===== src/core/pcrc_pkg.sv =====
// constants, register map and types of the programmable crc generator
// Function
// - taps program terms 15..1, length field separate
// - length field holds polynomial degree minus one
// - constant term and top term always implied
// - data word is length field plus one bits
// - start bit runs shifter, clearing it stops
// - queue depth eight above length seven, else sixteen
// - queue accepts single byte writes
// - write reaching top byte adds one word
// - shift while started and words queued, drain down
// - one bit per clock cycle
// - full flag when count equals depth
// - empty flag when count is zero
// - write while full wraps count, no interrupt
// - interrupt only on count one to zero
// - sixteen bit example uses length fifteen, taps 12,5
// - stop in idle freezes like sleep
// - sleep freezes shifter, resumes where it stopped
package pcrc_pkg;

    localparam int DATA_W = 16;
    localparam int LEN_W = 4;
    localparam int CNT_W = 5;
    localparam int PTR_W = 4;
    localparam int QUEUE_SLOTS = 16;

    // byte offsets on the register bus
    localparam logic [7:0] OFS_CTRL = 8'h00;
    localparam logic [7:0] OFS_TAP = 8'h04;
    localparam logic [7:0] OFS_RESULT = 8'h08;
    localparam logic [7:0] OFS_WDATA = 8'h0c;

    // control register layout
    localparam int CTRL_IDLE_BIT = 13;
    localparam int CTRL_CNT_LSB = 8;
    localparam int CTRL_FULL_BIT = 7;
    localparam int CTRL_EMPTY_BIT = 6;
    localparam int CTRL_START_BIT = 4;
    localparam int CTRL_LEN_LSB = 0;

    // queue sizing
    localparam logic [CNT_W-1:0] DEPTH_LONG = 5'h08;
    localparam logic [CNT_W-1:0] DEPTH_SHORT = 5'h10;
    localparam logic [LEN_W-1:0] LEN_SHORT_MAX = 4'h7;
    localparam logic [CNT_W-1:0] CNT_ZERO = 5'h00;
    localparam logic [CNT_W-1:0] CNT_ONE = 5'h01;
    localparam logic [PTR_W-1:0] PTR_ZERO = 4'h0;
    localparam logic [PTR_W-1:0] PTR_ONE = 4'h1;
    localparam logic [LEN_W-1:0] IDX_ZERO = 4'h0;
    localparam logic [LEN_W-1:0] IDX_ONE = 4'h1;

    // polynomial terms
    localparam logic [DATA_W-1:0] TAP_MASK = 16'hfffe;
    localparam logic [DATA_W-1:0] CONST_TERM = 16'h0001;
    localparam logic [LEN_W-1:0] EXAMPLE_LEN = 4'hf;
    localparam logic [DATA_W-1:0] EXAMPLE_TAPS = 16'h1020;

    // reset values
    localparam logic [LEN_W-1:0] RST_LEN = 4'h0;
    localparam logic [DATA_W-1:0] RST_TAP = 16'h0000;
    localparam logic [DATA_W-1:0] RST_RESULT = 16'h0000;
    localparam logic [DATA_W-1:0] RST_STAGE = 16'h0000;

    // ahb-lite encodings
    localparam int HTRANS_ACTIVE_BIT = 1;
    localparam logic [2:0] HSIZE_BYTE = 3'h0;
    localparam logic [2:0] HSIZE_HALF = 3'h1;
    localparam logic [3:0] BE_NONE = 4'h0;
    localparam logic [3:0] BE_BYTE0 = 4'h1;
    localparam logic [3:0] BE_LO_HALF = 4'h3;
    localparam logic [3:0] BE_HI_HALF = 4'hc;
    localparam logic [3:0] BE_WORD = 4'hf;
    localparam logic [31:0] RDATA_ZERO = 32'h0000_0000;

    typedef enum logic [1:0] {
        PCRC_ST_IDLE = 2'b00,
        PCRC_ST_SHIFT = 2'b01,
        PCRC_ST_HOLD = 2'b11
    } pcrc_state_type;

endpackage : pcrc_pkg


===== src/core/pcrc_q_if.sv =====
// bundle between the crc controller and its input queue
`timescale 1ns/1ps
interface pcrc_q_if;
    logic push;
    logic clear;
    logic pop;
    logic [pcrc_pkg::DATA_W-1:0] wdata;
    logic [pcrc_pkg::CNT_W-1:0] depth;
    logic [pcrc_pkg::DATA_W-1:0] rdata;
    logic [pcrc_pkg::CNT_W-1:0] count;
    logic full;
    logic empty;

    modport ctl (output push, output clear, output pop, output wdata, output depth,
                 input rdata, input count, input full, input empty);
    modport store (input push, input clear, input pop, input wdata, input depth,
                   output rdata, output count, output full, output empty);
endinterface : pcrc_q_if


===== src/core/pcrc_fifo.sv =====
// input queue of the crc generator with its valid word count
`timescale 1ns/1ps
module pcrc_fifo (
    input wire logic clk,
    input wire logic rstn,
    pcrc_q_if.store q
);

    logic [pcrc_pkg::DATA_W-1:0] mem [0:pcrc_pkg::QUEUE_SLOTS-1];
    logic [pcrc_pkg::PTR_W-1:0] wr_ptr;
    logic [pcrc_pkg::PTR_W-1:0] rd_ptr;
    logic [pcrc_pkg::CNT_W-1:0] count;
    logic [pcrc_pkg::CNT_W-1:0] next_count;

    // pointers wrap at sixteen; with depth eight the count never lets them lap
    wire do_push = q.push & ~q.clear;
    wire do_pop = q.pop & ~q.clear & (count != pcrc_pkg::CNT_ZERO);

    assign next_count = count + {{(pcrc_pkg::CNT_W-1){1'b0}}, do_push} - {{(pcrc_pkg::CNT_W-1){1'b0}}, do_pop};

    always_ff @(posedge clk) begin
        if (do_push) begin
            mem[wr_ptr] <= q.wdata;
        end
    end

    always_ff @(posedge clk or negedge rstn) begin
        if (!rstn) begin
            wr_ptr <= pcrc_pkg::PTR_ZERO;
            rd_ptr <= pcrc_pkg::PTR_ZERO;
            count <= pcrc_pkg::CNT_ZERO;
        end else if (q.clear) begin
            wr_ptr <= pcrc_pkg::PTR_ZERO;
            rd_ptr <= pcrc_pkg::PTR_ZERO;
            count <= pcrc_pkg::CNT_ZERO;
        end else begin
            wr_ptr <= do_push ? wr_ptr + pcrc_pkg::PTR_ONE : wr_ptr;
            rd_ptr <= do_pop ? rd_ptr + pcrc_pkg::PTR_ONE : rd_ptr;
            count <= next_count;
        end
    end

    assign q.rdata = mem[rd_ptr];
    assign q.count = count;
    assign q.full = (count == q.depth);
    assign q.empty = (count == pcrc_pkg::CNT_ZERO);

endmodule : pcrc_fifo


===== src/core/pcrc_lfsr.sv =====
// crc shift register with programmable taps and length
`timescale 1ns/1ps
module pcrc_lfsr (
    input wire logic clk,
    input wire logic rstn,
    input wire logic load,
    input wire logic [pcrc_pkg::DATA_W-1:0] load_value,
    input wire logic shift,
    input wire logic data_in,
    input wire logic [pcrc_pkg::LEN_W-1:0] poly_len,
    input wire logic [pcrc_pkg::DATA_W-1:0] taps,
    output logic [pcrc_pkg::DATA_W-1:0] crc
);

    logic [pcrc_pkg::DATA_W-1:0] len_mask;
    logic [pcrc_pkg::DATA_W-1:0] next_crc;

    genvar i;
    generate
        for (i = 0; i < pcrc_pkg::DATA_W; i = i + 1) begin : g_mask
            assign len_mask[i] = (i <= poly_len);
        end
    endgenerate

    // the bit shifted out stands for the top term, so it needs no tap bit
    wire feedback = data_in ^ crc[poly_len];
    wire [pcrc_pkg::DATA_W-1:0] poly = (taps | pcrc_pkg::CONST_TERM) & len_mask;
    wire [pcrc_pkg::DATA_W-1:0] shifted = {crc[pcrc_pkg::DATA_W-2:0], 1'b0} & len_mask;

    assign next_crc = feedback ? (shifted ^ poly) : shifted;

    always_ff @(posedge clk or negedge rstn) begin
        if (!rstn) begin
            crc <= pcrc_pkg::RST_RESULT;
        end else if (load) begin
            crc <= load_value;
        end else if (shift) begin
            crc <= next_crc;
        end
    end

endmodule : pcrc_lfsr


===== src/core/pcrc_top.sv =====
// programmable crc generator with input queue behind an ahb-lite slave
`timescale 1ns/1ps
module pcrc_top (
    input wire logic clk,
    input wire logic rstn,
    input wire logic hsel,
    input wire logic [31:0] haddr,
    input wire logic [1:0] htrans,
    input wire logic hwrite,
    input wire logic [2:0] hsize,
    input wire logic [31:0] hwdata,
    input wire logic hready,
    output logic hreadyout,
    output logic [31:0] hrdata,
    output logic hresp,
    input wire logic idle_mode,
    input wire logic sleep_mode,
    output logic crc_drain_irq
);

    ////////////////////////////////////////////////////////////////////////////////
    // declarations

    pcrc_q_if q ();

    logic dp_valid;
    logic dp_write;
    logic [7:0] dp_addr;
    logic [3:0] dp_be;

    logic shift_start_bit;
    logic stop_in_idle_bit;
    logic [pcrc_pkg::LEN_W-1:0] poly_len_field;
    logic [pcrc_pkg::DATA_W-1:0] poly_tap_register;
    logic [pcrc_pkg::DATA_W-1:0] stage;
    logic [pcrc_pkg::DATA_W-1:0] crc_value;
    logic [pcrc_pkg::LEN_W-1:0] bit_idx;
    logic [pcrc_pkg::LEN_W-1:0] next_bit_idx;

    pcrc_pkg::pcrc_state_type state;
    pcrc_pkg::pcrc_state_type next_state;

    logic [31:0] read_mux;

    ////////////////////////////////////////////////////////////////////////////////
    // byte lane merge for partial writes

    function automatic logic [15:0] pcrc_merge(
        input logic [15:0] old_value,
        input logic [31:0] wd,
        input logic [3:0] be
    );
        logic [15:0] merged;
        merged = old_value;
        if (be[0]) begin
            merged[7:0] = wd[7:0];
        end
        if (be[1]) begin
            merged[15:8] = wd[15:8];
        end
        return merged;
    endfunction : pcrc_merge

    ////////////////////////////////////////////////////////////////////////////////
    // ahb-lite address phase

    wire access = hsel & hready & htrans[pcrc_pkg::HTRANS_ACTIVE_BIT];
    wire [3:0] be_byte = pcrc_pkg::BE_BYTE0 << haddr[1:0];
    wire [3:0] be_half = haddr[1] ? pcrc_pkg::BE_HI_HALF : pcrc_pkg::BE_LO_HALF;
    wire [3:0] be_now = (hsize == pcrc_pkg::HSIZE_BYTE) ? be_byte :
                        (hsize == pcrc_pkg::HSIZE_HALF) ? be_half : pcrc_pkg::BE_WORD;

    always_ff @(posedge clk or negedge rstn) begin
        if (!rstn) begin
            dp_valid <= 1'b0;
            dp_write <= 1'b0;
            dp_addr <= 8'h00;
            dp_be <= pcrc_pkg::BE_NONE;
        end else begin
            dp_valid <= access;
            dp_write <= access & hwrite;
            // byte and halfword writes land on the word that holds them; reads decode the full byte address
            dp_addr <= {haddr[7:2], 2'b00};
            dp_be <= access ? be_now : pcrc_pkg::BE_NONE;
        end
    end

    // no wait states, so the slave never stalls the bus
    assign hreadyout = 1'b1;
    assign hresp = 1'b0;

    ////////////////////////////////////////////////////////////////////////////////
    // data phase write decode

    wire wr_any = dp_valid & dp_write;
    wire wr_ctrl = wr_any & (dp_addr == pcrc_pkg::OFS_CTRL);
    wire wr_tap = wr_any & (dp_addr == pcrc_pkg::OFS_TAP);
    wire wr_result = wr_any & (dp_addr == pcrc_pkg::OFS_RESULT);
    wire wr_wdata = wr_any & (dp_addr == pcrc_pkg::OFS_WDATA);

    wire long_word = (poly_len_field > pcrc_pkg::LEN_SHORT_MAX);
    // the top byte of a word is lane one for lengths above eight bits
    wire top_lane_hit = long_word ? dp_be[1] : dp_be[0];
    wire [pcrc_pkg::DATA_W-1:0] stage_merged = pcrc_merge(stage, hwdata, dp_be);
    wire word_done = wr_wdata & top_lane_hit;

    ////////////////////////////////////////////////////////////////////////////////
    // control and configuration registers

    always_ff @(posedge clk or negedge rstn) begin
        if (!rstn) begin
            shift_start_bit <= 1'b0;
            poly_len_field <= pcrc_pkg::RST_LEN;
        end else if (wr_ctrl & dp_be[0]) begin
            shift_start_bit <= hwdata[pcrc_pkg::CTRL_START_BIT];
            poly_len_field <= hwdata[pcrc_pkg::CTRL_LEN_LSB +: pcrc_pkg::LEN_W];
        end
    end

    always_ff @(posedge clk or negedge rstn) begin
        if (!rstn) begin
            stop_in_idle_bit <= 1'b0;
        end else if (wr_ctrl & dp_be[1]) begin
            stop_in_idle_bit <= hwdata[pcrc_pkg::CTRL_IDLE_BIT];
        end
    end

    // bit zero of the tap register is not stored and reads as zero
    always_ff @(posedge clk or negedge rstn) begin
        if (!rstn) begin
            poly_tap_register <= pcrc_pkg::RST_TAP;
        end else if (wr_tap) begin
            poly_tap_register <= pcrc_merge(poly_tap_register, hwdata, dp_be) & pcrc_pkg::TAP_MASK;
        end
    end

    // partial bytes gather here until the top byte completes the word
    always_ff @(posedge clk or negedge rstn) begin
        if (!rstn) begin
            stage <= pcrc_pkg::RST_STAGE;
        end else if (wr_wdata) begin
            stage <= stage_merged;
        end
    end

    ////////////////////////////////////////////////////////////////////////////////
    // input queue

    wire wrap = word_done & q.full;

    assign q.depth = long_word ? pcrc_pkg::DEPTH_LONG : pcrc_pkg::DEPTH_SHORT;
    assign q.push = word_done;
    assign q.clear = wrap;
    assign q.wdata = stage_merged;

    pcrc_fifo u_fifo (
        .clk(clk),
        .rstn(rstn),
        .q(q)
    );

    ////////////////////////////////////////////////////////////////////////////////
    // shifter sequencing

    // clocks stop in sleep, and in idle when asked to; state is simply held
    wire run_ok = ~sleep_mode & ~(idle_mode & stop_in_idle_bit);
    wire go = shift_start_bit & ~q.empty & ~wrap;
    wire shift_en = (state == pcrc_pkg::PCRC_ST_SHIFT) & go & run_ok;
    wire last_bit = (bit_idx == poly_len_field);
    wire pop = shift_en & last_bit;
    wire [pcrc_pkg::LEN_W-1:0] data_pos = poly_len_field - bit_idx;
    wire data_bit = q.rdata[data_pos];

    assign q.pop = pop;

    always_comb begin
        next_state = state;
        unique case (state)
            pcrc_pkg::PCRC_ST_IDLE: begin
                if (go) begin
                    next_state = run_ok ? pcrc_pkg::PCRC_ST_SHIFT : pcrc_pkg::PCRC_ST_HOLD;
                end
            end
            pcrc_pkg::PCRC_ST_SHIFT: begin
                if (!go) begin
                    next_state = pcrc_pkg::PCRC_ST_IDLE;
                end else if (!run_ok) begin
                    next_state = pcrc_pkg::PCRC_ST_HOLD;
                end else if (pop & (q.count == pcrc_pkg::CNT_ONE) & ~word_done) begin
                    next_state = pcrc_pkg::PCRC_ST_IDLE;
                end
            end
            pcrc_pkg::PCRC_ST_HOLD: begin
                if (!go) begin
                    next_state = pcrc_pkg::PCRC_ST_IDLE;
                end else if (run_ok) begin
                    next_state = pcrc_pkg::PCRC_ST_SHIFT;
                end
            end
            default: begin
                next_state = pcrc_pkg::PCRC_ST_IDLE;
            end
        endcase
    end

    // clearing start abandons a half shifted word; a freeze keeps the position
    always_comb begin
        next_bit_idx = bit_idx;
        if (!shift_start_bit | wrap) begin
            next_bit_idx = pcrc_pkg::IDX_ZERO;
        end else if (pop) begin
            next_bit_idx = pcrc_pkg::IDX_ZERO;
        end else if (shift_en) begin
            next_bit_idx = bit_idx + pcrc_pkg::IDX_ONE;
        end
    end

    always_ff @(posedge clk or negedge rstn) begin
        if (!rstn) begin
            state <= pcrc_pkg::PCRC_ST_IDLE;
            bit_idx <= pcrc_pkg::IDX_ZERO;
        end else begin
            state <= next_state;
            bit_idx <= next_bit_idx;
        end
    end

    ////////////////////////////////////////////////////////////////////////////////
    // crc engine

    // a software preset of the result wins over a shift in the same cycle
    pcrc_lfsr u_lfsr (
        .clk(clk),
        .rstn(rstn),
        .load(wr_result),
        .load_value(pcrc_merge(crc_value, hwdata, dp_be)),
        .shift(shift_en),
        .data_in(data_bit),
        .poly_len(poly_len_field),
        .taps(poly_tap_register),
        .crc(crc_value)
    );

    ////////////////////////////////////////////////////////////////////////////////
    // drain interrupt

    // a wrap empties the queue without the one to zero step, so it stays quiet
    wire drain_event = pop & (q.count == pcrc_pkg::CNT_ONE) & ~word_done;

    // not gated by the freeze so a pending event still leaves the block
    always_ff @(posedge clk or negedge rstn) begin
        if (!rstn) begin
            crc_drain_irq <= 1'b0;
        end else begin
            crc_drain_irq <= drain_event;
        end
    end

    ////////////////////////////////////////////////////////////////////////////////
    // read path

    wire [pcrc_pkg::DATA_W-1:0] ctrl_view = {2'b00,
                                             stop_in_idle_bit,
                                             q.count,
                                             q.full,
                                             q.empty,
                                             1'b0,
                                             shift_start_bit,
                                             poly_len_field};

    wire rd_ctrl = (haddr[7:0] == pcrc_pkg::OFS_CTRL);
    wire rd_tap = (haddr[7:0] == pcrc_pkg::OFS_TAP);
    // the result only means something once the queue has drained
    wire rd_result = (haddr[7:0] == pcrc_pkg::OFS_RESULT) | (haddr[7:0] == pcrc_pkg::OFS_WDATA);

    assign read_mux = rd_ctrl ? {16'h0000, ctrl_view} :
                      rd_tap ? {16'h0000, poly_tap_register} :
                      rd_result ? {16'h0000, crc_value} : pcrc_pkg::RDATA_ZERO;

    always_ff @(posedge clk or negedge rstn) begin
        if (!rstn) begin
            hrdata <= pcrc_pkg::RDATA_ZERO;
        end else if (access & ~hwrite) begin
            hrdata <= read_mux;
        end else begin
            hrdata <= pcrc_pkg::RDATA_ZERO;
        end
    end

endmodule : pcrc_top


===== config.mk =====
export PLATFORM = sky130hd
export DESIGN_NAME = pcrc_top
export DESIGN_NICKNAME = d
export VERILOG_FILES = /design/src/core/pcrc_pkg.sv /design/src/core/pcrc_q_if.sv /design/src/core/pcrc_fifo.sv /design/src/core/pcrc_lfsr.sv /design/src/core/pcrc_top.sv
export SDC_FILE = /design/constraint.sdc
export NUM_CORES = 1
export LEC_CHECK = 0
export BUFFER_PORTS_ARGS = -buffer_cell sky130_fd_sc_hd__buf_2
export CAP_MARGIN = 20
export CORE_MARGIN = 2
export CORE_UTILIZATION = 43
export DETAILED_ROUTE_END_ITERATION = 7
export PLACE_DENSITY_LB_ADDON = 0.08
export SLEW_MARGIN = 0
export SYNTH_ARGS = -nofsm -noshare
export SYNTH_HDL_FRONTEND = slang
export SYNTH_SLANG_ARGS = --single-unit
export TNS_END_PERCENT = 30

===== constraint.sdc =====
create_clock -name clk -period 11.4 [get_ports clk]
set_input_delay 2.28 -clock clk [delete_from_list [all_inputs] [get_ports clk]]
set_output_delay 2.28 -clock clk [all_outputs]
set_load 0.01 [all_outputs]

Word level (Yosys, flattened, before mapping)
Memories as Yosys holds them, arrays and structs flattened.
Index checks and enable logic that the tools add are counted.
{ "op_classes": {"n_bitwise": 37, "mux": 39, "eq_ne": 17, "add_sub_neg": 6, "shift": 1, "n_lt_le_gt_ge": 18, "n_reduce_logical": 16} }
{ "op_table": {"columns": ["cell", "n"], "rows": [
  ["$mux 16", 7],
  ["$and 16x16->16", 2],
  ["$le 4x4->1 const A", 8],
  ["$mux 8", 4],
  ["$mux 4", 7],
  ["$and 1x1->1", 25],
  ["$mux 2", 11],
  ["$eq 8x4->1 const B", 2],
  ["$le 3x4->1 const A", 4],
  ["$logic_not 8->1", 2],
  ["$xor 16x16->16", 1],
  ["$add 4x1->4 const B", 3],
  ["$eq 6x2->1 const B", 2],
  ["$lt 4x5->1 const B", 2],
  ["$mux 5", 2],
  ["$bmux 1 s4", 2],
  ["$eq 8x3->1 const B", 1],
  ["$le 2x4->1 const A", 2],
  ["$reduce_and 2->1", 4],
  ["$eq 6x1->1 const B", 1],
  ["$ne 2x2->1 const B", 3],
  ["$not 1->1", 6],
  ["$pmux 2 s3", 1],
  ["$reduce_bool 2->1", 3],
  ["24 further kinds", 29]
]} }
{ "totals": {"n_memories": 1, "input_bits": 76, "regBits": 115, "wordCells": 154, "ram_bits": 256} }
{ "memory_table": {"columns": ["memory", "words", "word_bits", "read_ports", "rd_clocked_by_memory_dff", "write_ports", "line", "text"], "rows": [
  ["u_fifo.mem", 16, 16, 1, 0, 1, "pcrc_fifo.sv:9", "logic [pcrc_pkg::DATA_W-1:0] mem [0:pcrc_pkg::QUEUE_SLOTS-1];"]
]} }

Depth between registers and ports, before layout
{ "depth": {"ltp_word": 15, "mapped_depth": 20, "depth_no_buf": 18} }

Hierarchy
From an unflattened synthesis, not the netlist that was laid out.
{ "unflattened": {"cells_unflattened": 1099, "hier_area_um2": 16050.4} }
{ "by_module_without_submodules": {"columns": ["module", "area_per_inst_um2", "seq_area_each_um2", "cells_per_inst", "instances"], "rows": [
  ["pcrc_fifo", 11003.1, 8012.7, 565, 1],
  ["pcrc_top", 3672.3, 1751.7, 375, 1],
  ["pcrc_lfsr", 1375.1, 400.4, 159, 1]
]} }

Least setup slack after synthesis
Ideal clock, no wire load.
{ "synth_timing": {"path_type": "input to register", "from": "input idle_mode", "to": "register u_fifo.count (netlist bit u_fifo.q.count[4])", "path_stages": 17, "required_time_ns": 11.272, "slack_ns": 6.672, "setup_ns": 0.128, "t_arrival_ns": 4.599, "cell_sequence": "a21oi_1 -> and3_1 -> o2111ai_1 -> or2_2 -> clkbuf_1 -> inv_1 -> ha_1 -> inv_1 -> ha_1 -> inv_1 -> fa_1 -> inv_1 -> a21oi_1 -> nor2_1 -> nor2_1 -> xnor2_1 -> nor2_1"} }
{ "synth_between": {"elab_chain_cells": 9} }
{ "synth_rtl": {"columns": ["item", "line", "text"], "rows": [
  ["start: declaration", "pcrc_top.sv:16", "input wire logic idle_mode,"],
  ["$and 1x1->1", "pcrc_top.sv:166", "wire run_ok = ~sleep_mode & ~(idle_mode & stop_in_idle_bit);"],
  ["$not 1->1", "pcrc_top.sv:166", null],
  ["$and 1x1->1", "pcrc_top.sv:166", null],
  ["$and 1x1->1", "pcrc_top.sv:168", "wire shift_en = (state == pcrc_pkg::PCRC_ST_SHIFT) & go & run_ok;"],
  ["$and 1x1->1", "pcrc_top.sv:170", "wire pop = shift_en & last_bit;"],
  ["$and 1x1->1 (2 in a row)", "pcrc_fifo.sv:17", "wire do_pop = q.pop & ~q.clear & (count != pcrc_pkg::CNT_ZERO);"],
  ["$sub 5x1->5", "pcrc_fifo.sv:19", "assign next_count = count + {{(pcrc_pkg::CNT_W-1){1'b0}}, do_push} - {{(pcrc_pkg::CNT_W-1){1'b0}}, do_pop};"],
  ["$mux 5", "pcrc_fifo.sv:32", "end else if (q.clear) begin"],
  ["end signal: assignment", "pcrc_fifo.sv:31", "count <= pcrc_pkg::CNT_ZERO;"],
  ["end signal: assignment", "pcrc_fifo.sv:35", "count <= pcrc_pkg::CNT_ZERO;"],
  ["end signal: assignment", "pcrc_fifo.sv:39", "count <= next_count;"],
  ["end: declaration", "pcrc_fifo.sv:12", "logic [pcrc_pkg::CNT_W-1:0] count;"]
]} }
No other way between the ends.
A chain may end at the register's enable or synchronous reset.

Worst setup path after layout
{ "layout_timing": {"from": "register poly_len_field[0] (netlist name)", "to": "register u_lfsr.crc[9] (netlist name)"} }
{ "layout_between": {"elab_chain_cells": 10} }
{ "layout_rtl": {"columns": ["item", "line", "text"], "rows": [
  ["start: declaration", "pcrc_top.sv:33", "logic [pcrc_pkg::LEN_W-1:0] poly_len_field;"],
  ["start signal: assignment", "pcrc_top.sv:113", "poly_len_field <= pcrc_pkg::RST_LEN;"],
  ["start signal: assignment", "pcrc_top.sv:116", "poly_len_field <= hwdata[pcrc_pkg::CTRL_LEN_LSB +: pcrc_pkg::LEN_W];"],
  ["$gt 4x3->1", "pcrc_top.sv:101", "wire long_word = (poly_len_field > pcrc_pkg::LEN_SHORT_MAX);"],
  ["$mux 5 / $mux 1 (equally long branches)", "pcrc_top.sv:151, pcrc_top.sv:103", null],
  ["$eq 5x5->1 / $and 1x1->1 (equally long branches)", "pcrc_fifo.sv:45, pcrc_top.sv:105", null],
  ["$and 1x1->1", "pcrc_top.sv:149", "wire wrap = word_done & q.full;"],
  ["$not 1->1", "pcrc_top.sv:167", "wire go = shift_start_bit & ~q.empty & ~wrap;"],
  ["$and 1x1->1", "pcrc_top.sv:167", null],
  ["$and 1x1->1 (2 in a row)", "pcrc_top.sv:168", null],
  ["$reduce_bool 2->1 (no source line)", null, null],
  ["$reduce_and 2->1 (no source line)", null, null],
  ["end signal: assignment", "pcrc_lfsr.sv:34", "crc <= pcrc_pkg::RST_RESULT;"],
  ["end signal: assignment", "pcrc_lfsr.sv:36", "crc <= load_value;"],
  ["end signal: assignment", "pcrc_lfsr.sv:38", "crc <= next_crc;"],
  ["end: declaration", "pcrc_lfsr.sv:12", "output logic [pcrc_pkg::DATA_W-1:0] crc"]
]} }
Several ways; a longest one is shown, not always the timed one. The select of a mux whose other input is x is not followed.

==> impl_results.md <==
* Status: finished, final reports clean
* Xor/xnor share of the synthesized area at 1.14%
* Tot GR Track Use at between 20% and 30%
* Fin. Hold Viols at 0
* TritonCTS clock tree: yes
* Post-synthesis simple-gate area fraction at under 10%
* Yosys Warn Count at 0
* Setup_tns at 0 ns
* Unrepaired setup endpoints after global routing: false
* Grt ovf at 0
* Clock Latency Late Sink at ~0.53 ns
* Post-synth EDFFs at ~260
* CP most frequent cell: a21oi_1
* 1st-pass router iterations at 5
* Reg2reg setup slack at around 6.5 ns
* Final Max Slew Viols at 0
* CP startpoint: poly_len_field[0]
* # Post-CTS Setup Buffers at 0
* Final core utilization at between 40 and 50%
* Post-Route WL at 37.6 mm
* Delay-heaviest family, CP: compound AO/OA/AOI/OAI gates
* Most frequent cells in the layout: edfxtp_1 (256), dfrtp_1 (97), nor2_1 (67)
* Die height at 193 µm
* Least-Margin Pin Slew at around 1.0 ns
* Compound-Gate Fraction of Synth Area at under 10%
* R2r endpoint: u_lfsr.crc[9]
* Max-cap violation count at 0
* Chip width at 193 µm
* Sum of buffers and inverters on the critical path at 2
* Largest net degree at the start of global routing at slightly above 60
* Final net count at roughly 1200
* Multi-input logic area at around 0.0048 mm²
* Hold WC Path Type: reg2reg
* Largest family of logic cells by synthesized area: multiplexers
* PortBufs at about 50
* Count of cells resized by post-cts repair at 0
* Vias at around 8800
* Syn Area/Cell at approximately 15 µm²
* Initial core utilization at 43.4%
* P&R area growth vs syn at 12.6%
* Register area at 0.0102 mm²
* DP Cell Count at ~1500
* Crit path capture type: flop
* Worst R2R Start: poly_len_field[0]
* Most common cell after layout, fill and taps aside: edfxtp_1
* Core Rows at between 60 and 70
* Fmax at a little over 200 MHz
* Core area at around 0.035 mm²
* Finished Layout Cells at between 1500 and 2000
* Mux cell area share after synthesis at about 15%
* Crit Path Category: reg2reg
* Worst r2r path cells at 13
* Mapped Cells at slightly above 1000
* Vias in the first global route at 8902
* Drt drc at 0
* CP max FO at 12
* Initial antenna violation count at 0
* Drt first-iter violations at 620
* Post-synthesis instance area at between 0.015 and 0.02 mm²
* Distinct cells, synth at slightly above 60
* First-pass GRT wire length at ~57 mm
* Share of cells above drive strength 1 at between 20% and 30%
* Die ar. at 0.0373 mm²
* Sink Count at around 360
* Diodes inserted at 0
* Worst-path clk slew at roughly 0.060 ns
* Relative slew margins at a little under a third
* Setup-failing EPs final at 0
* Clk_skew at 0.00990 ns
* Crit path to: u_lfsr.crc[9]
* Adder-Cell Fraction of Synth Area at between 1 and 1.5%
* Req. time, crit path at ~12 ns
* Post-detailed-route wirelength per cell at about 24 µm
* CTS Hold Buffers Added at 0
* Slowest stage delay, CP at roughly 0.66 ns
* Post-route ant nets at 0
* H-Tree Depth at 2
* Post-synth ARST share at between 20% and 30%
* Crit path DAT at between 5 and 6 ns
* Synth Flop Type: edfxtp_1
* Leakage Power at 6.81 nW
* Final period utilization at 42.7%
* Vias per Instance at about 5.7
* Pwr Density at 176 mW/mm²
* Number of cells on the critical path at 13
* Slowest CP cell: dfrtp_1
* HPWL Detailed at between 20 and 25 mm
* Clk buf depth at 3
* Flops & latches, synth at approximately 360
* Final GP Congestion at between 0.8 and 0.9
* Cts bufs inserted at 39
* Maximum VDD drop at between 0.1 and 0.15 mV
* Root buf cell: clkbuf_16
* Fillers at ~3100
* CP cell instances: inv_1, ha_1, fa_1, buf_4, or2_2, a21oi_1, a22o_1, a2bb2oi_1, o41ai_1, or3_1, and2_1, a21oi_1, a311o_1
* Fin crit period at 4.87 ns
* Register area share after synthesis at about two thirds
* Ports at around 110
* Crit path launch type: flop
sequential cells by signal, indices dropped and copies added, names as in the netlist:
signal,flops
u_fifo.mem,256
hrdata,16
stage,16
u_lfsr.crc,16
poly_tap_register,15
dp_addr,6
u_fifo.q.count,5
bit_idx,4
poly_len_field,4
u_fifo.rd_ptr,4
u_fifo.wr_ptr,4
dp_be,2
state,2
crc_drain_irq,1
dp_valid,1
dp_write,1
shift_start_bit,1
stop_in_idle_bit,1
synth_stat cells, types with 6 or more instances:
master / count / share of area (%)
dfrtp_1: 99 / 16
and2_1: 10 / 0.41
a21oi_1: 44 / 1.4
nand2b_1: 7 / 0.28
buf_1: 6 / 0.15
clkbuf_1: 28 / 0.68
xor2_1: 14 / 0.80
nor4_1: 7 / 0.28
mux4_2: 58 / 8.5
ha_1: 15 / 1.2
a211oi_1: 10 / 0.49
xnor2_1: 6 / 0.34
nand3_1: 25 / 0.81
o22ai_1: 16 / 0.65
edfxtp_1: 256 / 50
and3_1: 11 / 0.45
nor2b_1: 12 / 0.49
nand2_1: 58 / 1.4
nor2_1: 73 / 1.8
buf_2: 11 / 0.36
o31ai_1: 6 / 0.29
mux2_2: 57 / 4.2
nor3_1: 11 / 0.36
o21ai_0: 24 / 0.78
inv_1: 23 / 0.56
buf_4: 22 / 1.1
mux2i_1: 31 / 2.0
cell families after synthesis:
| kind of cell | count (synthesis) |
|---|---|
| other | 2 |
| AO/OA/AOI/OAI | 145 |
| flip-flops | 355 |
| multiplexers | 146 |
| AND/OR/NAND/NOR | 234 |
| adder cells (fa/ha/maj) | 17 |
| XOR/XNOR | 20 |
| buffers and inverters | 97 |
layout make-up:
type	instances	share of cell area, %
well taps	461	3.33
inverters	25	0.542
multi-input cells	580	27.9
flip-flops and latches	355	58.7
clock inverters	16	0.802
clock buffers	52	6.15
repair buffers	76	2.57
routing by layer:
layer	GRT usage (%)	wire (µm)	up-vias
met2	31.9	17000	240
met1	31.5	17800	4577
met3	3.10	2000	58
met4	5.27	775	0
met5	0	0	-
li1	-	-	3973
through the flow:
step	cell area, µm²	power, mW	hold slack (ns)	setup slack [ns]
after floorplan	15400	1.79	0.472	6.67
after CTS	17300	3.09	0.503	6.48
after global routing	17300	3.18	0.519	6.24
after detailed placement	16100	1.88	0.490	6.20
after global placement	16100	1.88	0.483	6.22
final	17300	3.05	0.499	6.53
worst register-to-register path, delay by kind of cell (launching register included):
kind | cells | cell delay, ns
AOI/OAI and AO/OA | 6 | 1.62
and+or+nand+nor | 3 | 1.25
adders and majority gates | 2 | 0.79
DFF | 1 | 0.66
buffers and inverters | 2 | 0.43
how the worst min path moves through the flow:
stage / end / from / depth (start not counted)
finish: stage[3] / stage[3] / 1
global route: stage[8] / stage[8] / 1
CTS: stage[8] / stage[8] / 1
detailed placement: stage[3] / stage[3] / 1
global placement: stage[5] / stage[5] / 1
floorplan: bit_idx[2] / bit_idx[2] / 1
power by group:
group | switching (mW) | internal [mW] | total [mW] | leakage, nW
clock | 0.496 | 0.702 | 1.20 | 0.594
sequential | 0.0692 | 1.42 | 1.49 | 4.09
combinational | 0.198 | 0.170 | 0.368 | 2.12
total | 0.763 | 2.29 | 3.05 | 6.81
Note: power is estimated with default switching activity, not from simulation.
